===== config.mk =====
export PLATFORM = sky130hd
export DESIGN_NAME = mcg_top
export DESIGN_NICKNAME = d
export VERILOG_FILES = /design/src/design/mcg_pkg.sv /design/src/design/mcg_top.sv
export SDC_FILE = /design/constraint.sdc
export NUM_CORES = 1
export LEC_CHECK = 0
export BUFFER_PORTS_ARGS = -buffer_cell sky130_fd_sc_hd__buf_2
export CAP_MARGIN = 5
export CORE_MARGIN = 1
export CORE_UTILIZATION = 60
export CTS_CLUSTER_DIAMETER = 200
export DETAILED_ROUTE_END_ITERATION = 12
export GPL_TIMING_DRIVEN = 0
export PLACE_DENSITY = 0.76
export SLEW_MARGIN = 20
export SYNTH_ARGS = -nofsm -noshare
export SYNTH_HDL_FRONTEND = slang
export SYNTH_SLANG_ARGS = --single-unit

===== constraint.sdc =====
create_clock -name clk -period 4.1 [get_ports clk]
set_input_delay 0.205 -clock clk [delete_from_list [all_inputs] [get_ports clk]]
set_output_delay 0.205 -clock clk [all_outputs]
set_load 0.1 [all_outputs]

===== src/design/mcg_pkg.sv =====
// constants and types for the machine clock generator
// assumes one 100 MHz system clock; oscillators arrive as one-cycle tick pulses
// Contract
// - main clock is oscillation clock halved
// - sub-clock is low-speed source divided 4/2
// - pll multiplies oscillation clock, five rates
// - machine clock from main, sub or pll
// - wait interval picked from four timebase taps
// - timebase divided ticks offered to peripherals
// - sub-clock drives watch timer, low-speed machine clock
// - divide select zero means /4, reset zero
// - sub select zero wins over pll select
package mcg_pkg;
  // timebase timer width, counted in main clock periods
  localparam int TBT_W = 18;
  // wait taps for ws codes 00..11 (bit index of timebase)
  localparam int WAIT_TAP0 = 9;
  localparam int WAIT_TAP1 = 12;
  localparam int WAIT_TAP2 = 14;
  localparam int WAIT_TAP3 = 16;
  // fixed pll lock wait: 2^14 oscillation periods is 2^13 main periods
  localparam int PLL_WAIT_TAP = 13;
  // peripheral tap outputs: tick every 2^(first + 2*i) main periods
  localparam int PERI_TAPS = 4;
  localparam int PERI_TAP_FIRST = 1;
  // width of the oscillator period measurement for the pll model
  localparam int PER_W = 16;
  // reset values of the control settings
  localparam logic RST_SUB_DIV = 1'b0;
  localparam logic RST_SUBCLK_SEL = 1'b1;
  localparam logic RST_PLL_SEL = 1'b1;
  localparam logic [1:0] RST_WAIT_SEL = 2'h0;
  localparam logic [2:0] RST_MULT = 3'h0;
  // forbidden multiplier code
  localparam logic [2:0] MULT_ILLEGAL = 3'h7;
  // clock modes and transitions
  typedef enum logic [2:0] {
    MCG_MAIN, MCG_TO_SUB, MCG_SUB, MCG_WAIT_OSC, MCG_WAIT_PLL, MCG_PLL
  } mcg_mode_t;
endpackage


===== src/design/mcg_top.sv =====
// machine clock generator: clock modes, dividers, pll rate model, timebase taps
// assumes oscillators appear as one-cycle ticks synchronous to clk, and the
// pll output is modelled as a tick stream at mult times the oscillation rate
module mcg_top (
  // system
  input wire logic clk,
  input wire logic sys_rst,
  // oscillator ticks, one per source clock period
  input wire logic hs_osc_in,
  input wire logic ls_osc_in,
  // control settings, taken when ctrl_write pulses
  input wire logic ctrl_write,
  input wire logic subclk_select,
  input wire logic pll_select,
  input wire logic [1:0] wait_select,
  input wire logic pll_mult_bit0,
  input wire logic pll_mult_bit1,
  input wire logic pll_mult_bit2,
  input wire logic sub_div_select,
  // clock enables out
  output logic mclk_tick,
  output logic main_tick_out,
  output logic watch_tick,
  output logic pll_tick_out,
  output logic [mcg_pkg::PERI_TAPS-1:0] peri_tick,
  // status
  output logic sub_running,
  output logic pll_running,
  output logic osc_waiting
);
  import mcg_pkg::*;

  logic sub_div; // 1: divide by 2
  logic subclk_sel_q; // 0 requests sub-clock
  logic pll_sel_q; // 0 requests pll
  logic [1:0] wait_sel_q;
  logic [2:0] mult_code;
  logic main_ph; // oscillation halving phase
  logic main_tick; // main clock enable
  logic [1:0] ls_cnt; // sub divider count
  logic sub_tick; // sub-clock enable
  logic [PER_W-1:0] hs_gap; // clk cycles since last oscillation tick
  logic [PER_W-1:0] hs_per; // measured oscillation period
  logic [PER_W+2:0] pll_acc; // rate accumulator
  logic [2:0] mult_val; // multiplier 1..6
  logic pll_tick; // pll clock enable
  logic [TBT_W-1:0] tbt; // timebase timer
  logic tbt_clr; // clear request from mode logic
  logic wait_done; // selected wait tap reached
  mcg_mode_t mode;
  logic cur_tick; // enable of the source now driving the machine
  logic want_sub;
  logic want_pll;

  // control settings; reset returns all of them to defaults
  always_ff @(posedge clk or posedge sys_rst) begin
    if (sys_rst) begin
      sub_div <= RST_SUB_DIV;
      subclk_sel_q <= RST_SUBCLK_SEL;
      pll_sel_q <= RST_PLL_SEL;
      wait_sel_q <= RST_WAIT_SEL;
      mult_code <= RST_MULT;
    end else if (ctrl_write) begin
      sub_div <= sub_div_select;
      subclk_sel_q <= subclk_select;
      pll_sel_q <= pll_select;
      wait_sel_q <= wait_select;
      // multiplier frozen while pll runs; code 111 is dropped as a safety net
      if (mode != MCG_PLL && {pll_mult_bit2, pll_mult_bit1, pll_mult_bit0} != MULT_ILLEGAL) begin
        mult_code <= {pll_mult_bit2, pll_mult_bit1, pll_mult_bit0};
      end
    end
  end

  // main clock: every second oscillation tick
  always_ff @(posedge clk or posedge sys_rst) begin
    if (sys_rst) begin
      main_ph <= 1'b0;
    end else if (hs_osc_in) begin
      main_ph <= ~main_ph;
    end
  end
  assign main_tick = hs_osc_in && main_ph;

  // sub-clock divider, /4 or /2 of the low-speed source
  always_ff @(posedge clk or posedge sys_rst) begin
    if (sys_rst) begin
      ls_cnt <= 2'h0;
    end else if (ls_osc_in) begin
      ls_cnt <= sub_tick ? 2'h0 : ls_cnt + 2'h1;
    end
  end
  assign sub_tick = ls_osc_in && (ls_cnt == (sub_div ? 2'h1 : 2'h3));

  // multiplier decode; unused codes fall back to x1
  always_comb begin
    unique case (mult_code)
      3'h1: mult_val = 3'h2;
      3'h2: mult_val = 3'h3;
      3'h3: mult_val = 3'h4;
      3'h6: mult_val = 3'h6;
      default: mult_val = 3'h1;
    endcase
  end

  // oscillation period measurement; pll rate follows the source
  always_ff @(posedge clk or posedge sys_rst) begin
    if (sys_rst) begin
      hs_gap <= '0;
      hs_per <= '0;
    end else if (hs_osc_in) begin
      hs_gap <= {{(PER_W-1){1'b0}}, 1'b1};
      hs_per <= hs_gap;
    end else if (hs_gap != '1) begin
      hs_gap <= hs_gap + {{(PER_W-1){1'b0}}, 1'b1};
    end
  end

  // pll tick stream: mult ticks per oscillation period, at most one per clk
  always_ff @(posedge clk or posedge sys_rst) begin
    if (sys_rst) begin
      pll_acc <= '0;
    end else if (hs_per == '0) begin
      pll_acc <= '0; // not locked to a source yet
    end else if (pll_tick) begin
      pll_acc <= pll_acc + {{PER_W{1'b0}}, mult_val} - {3'h0, hs_per};
    end else begin
      pll_acc <= pll_acc + {{PER_W{1'b0}}, mult_val};
    end
  end
  assign pll_tick = (hs_per != '0) && (pll_acc >= {3'h0, hs_per});

  // timebase timer on the main clock, cleared when a wait starts
  always_ff @(posedge clk or posedge sys_rst) begin
    if (sys_rst) begin
      tbt <= '0;
    end else if (tbt_clr) begin
      tbt <= '0;
    end else if (main_tick) begin
      tbt <= tbt + {{(TBT_W-1){1'b0}}, 1'b1};
    end
  end

  // wait tap, fixed for pll lock; masked while a clear is pending, as stale bits would end it
  always_comb begin
    if (mode == MCG_WAIT_PLL) begin
      wait_done = !tbt_clr && tbt[PLL_WAIT_TAP];
    end else begin
      unique case (wait_sel_q)
        2'h0: wait_done = !tbt_clr && tbt[WAIT_TAP0];
        2'h1: wait_done = !tbt_clr && tbt[WAIT_TAP1];
        2'h2: wait_done = !tbt_clr && tbt[WAIT_TAP2];
        2'h3: wait_done = !tbt_clr && tbt[WAIT_TAP3];
      endcase
    end
  end

  // requested mode; sub select outranks pll select
  assign want_sub = !subclk_sel_q;
  assign want_pll = subclk_sel_q && !pll_sel_q;

  // mode sequencer; pll entry and exit land on a tick of the old source (main, pll),
  // but sub entry lands on a sub tick and the oscillation wait ends on its timebase tap
  always_ff @(posedge clk or posedge sys_rst) begin
    if (sys_rst) begin
      mode <= MCG_MAIN;
      tbt_clr <= 1'b0;
    end else begin
      tbt_clr <= 1'b0;
      unique case (mode)
        MCG_MAIN: begin
          if (want_sub) begin
            mode <= MCG_TO_SUB;
          end else if (want_pll) begin
            mode <= MCG_WAIT_PLL;
            tbt_clr <= 1'b1;
          end
        end
        MCG_TO_SUB: begin
          if (!want_sub) begin
            mode <= MCG_MAIN; // abandoned before it took effect
          end else if (sub_tick) begin
            mode <= MCG_SUB;
          end
        end
        MCG_SUB: begin
          if (!want_sub && sub_tick) begin
            mode <= MCG_WAIT_OSC;
            tbt_clr <= 1'b1;
          end
        end
        MCG_WAIT_OSC: begin
          if (want_sub) begin
            mode <= MCG_SUB;
          end else if (wait_done) begin
            mode <= want_pll ? MCG_PLL : MCG_MAIN;
          end
        end
        MCG_WAIT_PLL: begin
          if (!want_pll) begin
            mode <= MCG_MAIN;
          end else if (wait_done && main_tick) begin
            mode <= MCG_PLL;
          end
        end
        MCG_PLL: begin
          if (!want_pll && pll_tick) begin
            mode <= MCG_MAIN;
          end
        end
      endcase
    end
  end

  // source now feeding the machine clock; sub clock holds through osc wait
  always_comb begin
    unique case (mode)
      MCG_SUB, MCG_WAIT_OSC: cur_tick = sub_tick;
      MCG_PLL: cur_tick = pll_tick;
      default: cur_tick = main_tick;
    endcase
  end

  // registered clock enables and status
  always_ff @(posedge clk or posedge sys_rst) begin
    if (sys_rst) begin
      mclk_tick <= 1'b0;
      main_tick_out <= 1'b0;
      watch_tick <= 1'b0;
      pll_tick_out <= 1'b0;
      sub_running <= 1'b0;
      pll_running <= 1'b0;
      osc_waiting <= 1'b0;
    end else begin
      mclk_tick <= cur_tick;
      main_tick_out <= main_tick;
      watch_tick <= sub_tick;
      pll_tick_out <= pll_tick;
      sub_running <= (mode == MCG_SUB) || (mode == MCG_WAIT_OSC);
      pll_running <= (mode == MCG_PLL);
      osc_waiting <= (mode == MCG_WAIT_OSC) || (mode == MCG_WAIT_PLL);
    end
  end

  // peripheral taps: a tick each time the low timebase bits wrap
  for (genvar i = 0; i < PERI_TAPS; i++) begin : g_peri
    localparam int TAP = PERI_TAP_FIRST + 2 * i;
    always_ff @(posedge clk or posedge sys_rst) begin
      if (sys_rst) begin
        peri_tick[i] <= 1'b0;
      end else begin
        peri_tick[i] <= main_tick && !tbt_clr && (&tbt[TAP-1:0]);
      end
    end
  end

  // helper: low-speed ticks seen since the last sub tick
  logic [2:0] ls_since;
  always_ff @(posedge clk or posedge sys_rst) begin
    if (sys_rst) begin
      ls_since <= 3'h0;
    end else if (sub_tick) begin
      ls_since <= 3'h0;
    end else if (ctrl_write && (sub_div_select != sub_div)) begin
      ls_since <= 3'h7; // divide changed mid period: that period is not a ratio sample
    end else if (ls_osc_in && (ls_since != 3'h7)) begin
      ls_since <= ls_since + 3'h1;
    end
  end
endmodule // mcg_top


# == Word-level counts from Yosys, hierarchy flattened ==
# Index checks and enable logic that the tools add are counted.
# word_totals
regBits,95
in_bits,13
output_inout_bits,11
word_cells,116
# op_classes
n_addsub,5
n_lt_le_gt_ge,1
n_eq_ne,22
muxes,28
n_bitwise,1
reduce_logical,35
# op_table
cell,n
two-way mux 19 bit,2
two-way mux 18 bit,2
two-way mux 3 bit,11
two-way mux 16 bit,2
adder 19 x 3 -> 19 bit,1
greater-or-equal comparator 19 x 16 -> 1 bit,1
subtractor 19 x 16 -> 19 bit,1
"adder 18 x 1 -> 18 bit, second input constant",1
logical AND 1 bit,18
"!= test 3 bit, second input constant",6
case mux 3 bit (6 select lines),1
"adder 16 x 1 -> 16 bit, second input constant",1
zero test 16 bit,1
"!= test 16 bit, second input constant",1
nonzero test 16 bit,1
"equality test 3 x 2 -> 1 bit, second input constant",4
case mux 3 bit (4 select lines),1
"equality test 3 bit, second input constant",3
AND reduction 7 bit,1
"equality test 3 x 1 -> 1 bit, second input constant",2
AND reduction 6 bit,1
AND reduction 5 bit,1
"equality test 2 bit, second input constant",2
two-way mux 1 bit,4
16 further kinds,23

# == Depth between registers and ports, before layout ==
# logic_depth
ltp_word,8
depth_mapped,20
depth_no_buf,19

# == Worst setup path after synthesis ==
# No wires, ideal clock.
# synth_timing
kind,register to register
startpoint,register mult_code[2]
endpoint,register pll_acc[17]
setup_time_ns,0.128
arrival_time_ns,3.502
required_ns,3.972
setup_slack_ns,0.470
path_stages_with_launch,21
n_path_buf,1
synth_period_minus_slack_ns,3.630
path_cell_list,dfrtp_1 > inv_1 > nand2_1 > o21a_1 > ha_1 > inv_1 > fa_1 > and2b_2 > nor2_1 > nor3b_1 > nand2_1 > xnor2_1 > ha_1 > clkbuf_1 > a21oi_1 > nor2_1 > a211oi_1 > a32oi_1 > a41oi_1 > nand4_1 > mux2i_1
# synth_via
elab_chain_cells,6
elab_cells_between_ends,9
classes_between,2 x add/sub; 4 x eq/ne; 3 x mux
# synth_rtl
element,line,rtl
"start, declared",mcg_top.sv:37,logic [2:0] mult_code;
"start signal, assigned",mcg_top.sv:70,"mult_code <= {pll_mult_bit2, pll_mult_bit1, pll_mult_bit0};"
"equality test 3 bit, or another cell as far along",mcg_top.sv:97,unique case (mult_code)
case mux 3 bit (4 select lines) *,mcg_top.sv:97,
adder 19 x 3 -> 19 bit *,"mcg_top.sv:126, mcg_top.sv:128",
subtractor 19 x 16 -> 19 bit,mcg_top.sv:126,"pll_acc <= pll_acc + {{PER_W{1'b0}}, mult_val} - {3'h0, hs_per};"
two-way mux 19 bit *,mcg_top.sv:125,end else if (pll_tick) begin
two-way mux 19 bit *,mcg_top.sv:123,end else if (hs_per == '0) begin
"end signal, assigned",mcg_top.sv:126,
"end signal, assigned",mcg_top.sv:128,"pll_acc <= pll_acc + {{PER_W{1'b0}}, mult_val};"
"end, declared",mcg_top.sv:44,logic [PER_W+2:0] pll_acc;
# Mark *: on every way between the ends. The rest lies on a longest branch, timed or not.
# A chain may end at the register's enable or synchronous reset.

# == Worst setup path after layout ==
# layout_timing
startpoint,register mult_code[2]
endpoint,register pll_acc[13]
# Same word-level chain as after synthesis.

==> results_dict.tcl <==
set metrics [dict create \
    fin_skew_ns 0.0157 \
    first_pass_iters 5 \
    place.gp.congestion 0.948 \
    crit_arrival_ns 4.17 \
    synthTopCellsByCount "dfrtp_1 (92), nor2_1 (71), nand2_1 (62)" \
    hold_viol 0 \
    cts-buffers-inserted 9 \
    pwr-share-comb_pct 58.4 \
    ys.flop_type "dfrtp_1" \
    die_w_um 99.7 \
    ys_seq_elements 94 \
    drt-wirelength-per-cell_um 15.8 \
    clk_path_buf_depth 2 \
    cp_cell_sequence "inv_1, nand2_1, o21a_1, ha_1, inv_1, fa_1, and2b_2, nor2_1, nor3b_2, buf_4, nand4_1, xnor2_2, ha_4, nand2_1, nor2_1, a211oi_2, a32oi_2, buf_4, xnor2_1, a211oi_1" \
    crit_family "simple AND/OR/NAND/NOR gates" \
    detailedPlacementHpwl_um 9240 \
    dpl_cell_area_um2 6030 \
    final_area_um2 6380 \
    placedCellCount 776 \
    postRouteAntennaNets 0 \
    yosysTopAreaCellShare_pct 40.2 \
    port_buffers 22 \
    syn_avg_cell_area_um2 9.17 \
    grt_max_degree 82 \
    p_leak_nw 2.82 \
    io_pins 24 \
    syn-instance-count 624 \
    worstPathRequired_ns 4.38 \
    antenna_cells 0 \
    p_int_w 0.00247 \
    dp_slack_ns -0.175 \
    final_layout_size_suffix_gt1_share_pct 12.1 \
    dr.first_iter.drc_count 281 \
    end_kind "register" \
    cp_num_buf_inv 4 \
    setup_tns_ns 0 \
    cpPeakStageDelay_ns 0.40 \
    fmax_mhz 257 \
    multi_input_area_um2 3290 \
    ir_drop_uv 685 \
    sw_frac_of_total_pct 47.3 \
    finalSetupViolations 0 \
    worstSetupStartpointType "register" \
    tritoncts "yes" \
    clockPowerShare_pct 13.1 \
    synth_nets 678 \
    register_area_um2 2350 \
    setup_ws_ns 0.204 \
    yosys.area.top_type "dfrtp_1" \
    outcome "completed" \
    rsz0062_at_grt "yes" \
    area_delta_synth_final_pct 11.5 \
    num_rows 35 \
    finalNetCount 716 \
    maxCapViolCount 0 \
    ys_warn_count 0 \
    path_max_fanout 8 \
    grt_pass1_wl_um 21400 \
    power.switching_w 0.00221 \
    route.vias.total 4634 \
    period_needed_ns 3.90 \
    clkTransAtPathRegs_ns 0.10 \
    path_class "register to register" \
    p_seq_share_pct 28.4 \
    vias_per_cell 5.82 \
    synth-edff-count 0 \
    initial_utilization_pct 61.9 \
    p_total_w 0.00468 \
    synth.most_common_cell "dfrtp_1" \
    die-area_um2 9930 \
    period_share_pct 95.0 \
    htree_levels 3 \
    die_h_um 99.7 \
    wl_um 12600 \
    fillers 737 \
    grt_overflow 0 \
    post_synth_instance_area_um2 5720 \
    drcViolationCount 0 \
    antenna_found_initial 0 \
    worstHoldPathType "input pin to register" \
    core-area_um2 9240 \
    tightest_slew_ns 0.659 \
    grt_pass1_vias 4585 \
    final_cell_count_no_fill 796 \
    cp_slowest_cell "dfrtp_1" \
    finalMaxSlewViolations 0 \
    ys_seq_area_share_pct 41.1 \
    clockRootBuffer "clkbuf_8" \
    grt_use_total_pct 27.1 \
    clock-sinks 94 \
    synthDistinctLibCells 62 \
    slew_headroom_pct 55.7 \
    powerDensity_nw_per_um2 733 \
    synth_area_leaders "dfrtp_1 (40%), ha_1 (8.5%), nor2_1 (4.7%)" \
    clk_latency_ns 0.38 \
    synthArstFlopShare_pct 100 \
]
==> area by class of cell <==
type	instances	area share, %
clock buffer	9	1.94
tap	129	2.53
timing repair buffer	28	2.79
multi-input combinational	476	51.5
sequential	94	36.9
inverter	36	2.20
buffer	17	1.02
clock inverter	7	1.08
==> path summary, 6_finish.rpt <==
| path | start | to | slack, ns | cells after the start |
|---|---|---|---|---|
| setup reg to reg | mult_code[2] | pll_acc[13] | 0.20 | 20 |
| hold reg to reg | ls_cnt[0] | ls_cnt[0] | 0.47 | 1 |
| hold / removal | ls_osc_in | ls_cnt[0] | 0.009 | 2 |
| setup / recovery | mult_code[2] | pll_acc[13] | 0.20 | 20 |
| max in group asynchronous | sys_rst | subclk_sel_q | 3.17 | 4 |
| min in group asynchronous | sys_rst | hs_gap[14] | 0.28 | 3 |
==> metal layers <==
metal	track usage, %	vias up	routed length, µm
met5	0	-	0
met4	9.62	0	322
met3	4.08	25	373
met2	46.9	86	6170
met1	34.6	2243	5690
li1	-	2280	-
==> cells by family (layout without fill, tap and decap cells) <==
logic type	Yosys count	count (layout)	share of synthesized area, %
simple gates	241	241	20.4
compound gates	123	123	14.0
flops	94	94	41.1
buf+inv	54	97	3.56
xor+xnor	52	52	7.96
fa+ha+maj	41	41	9.23
mux	19	19	3.65
==> through the flow <==
stage | util, % | hold WS, ns
after floorplan | - | 0.296
after global placement | 64.9 | 0.403
after detailed placement | 65.2 | 0.133
after CTS | 67.8 | 0.00233
after global routing | 69.0 | 0.00915
final | 69.0 | 0.00908
==> repair_timing <==
action                                  in CTS  in global routing
endpoints found under the setup margin       3                  9
pin swaps                                    2                  3
buffers inserted                             1                  3
endpoints found under the hold margin       13                  0
gates resized for setup                      4                 19
hold buffers                                 1                  0
==> power groups by stage <==
stage / clock (W) / sequential, W / combinational [W]
2_1_floorplan: 0 / 0.00149 / 0.00187
3_3_place_gp: 0 / 0.00133 / 0.00245
3_5_place_dp: 0 / 0.00134 / 0.00254
4_1_cts: 0.000629 / 0.00132 / 0.00257
5_1_grt: 0.000659 / 0.00136 / 0.00307
6_report: 0.000614 / 0.00133 / 0.00273
==> flip-flops by register name (all words and copies together) (netlist names) <==
register,cells
mult_code,3
pll_tick_out,1
osc_waiting,1
wait_sel_q,2
subclk_sel_q,1
pll_sel_q,1
tbt,17
pll_running,1
tbt_clr,1
pll_acc,19
watch_tick,1
peri_tick,4
hs_gap,16
hs_per,16
main_tick_out,1
sub_div,1
mclk_tick,1
ls_cnt,2
sub_running,1
main_ph,1
mode,3
==> layout by cell type, fill, tap and decap left out, types with 11 or more instances in the layout <==
| cell type | netlist | final |
|---|---|---|
| a21oi_1 | 27 | 24 |
| buf_2 | 1 | 23 |
| clkbuf_1 | 16 | 15 |
| dfrtp_1 | 92 | 92 |
| ha_1 | 39 | 37 |
| inv_1 | 35 | 34 |
| mux2i_1 | 13 | 13 |
| nand2_1 | 62 | 62 |
| nand3_1 | 24 | 24 |
| nand4_1 | 17 | 17 |
| nor2_1 | 71 | 71 |
| nor3_1 | 12 | 11 |
| o21ai_0 | 36 | 35 |
| xnor2_1 | 27 | 24 |
| xor2_1 | 25 | 25 |
Note: power is estimated with default switching activity, not from simulation.
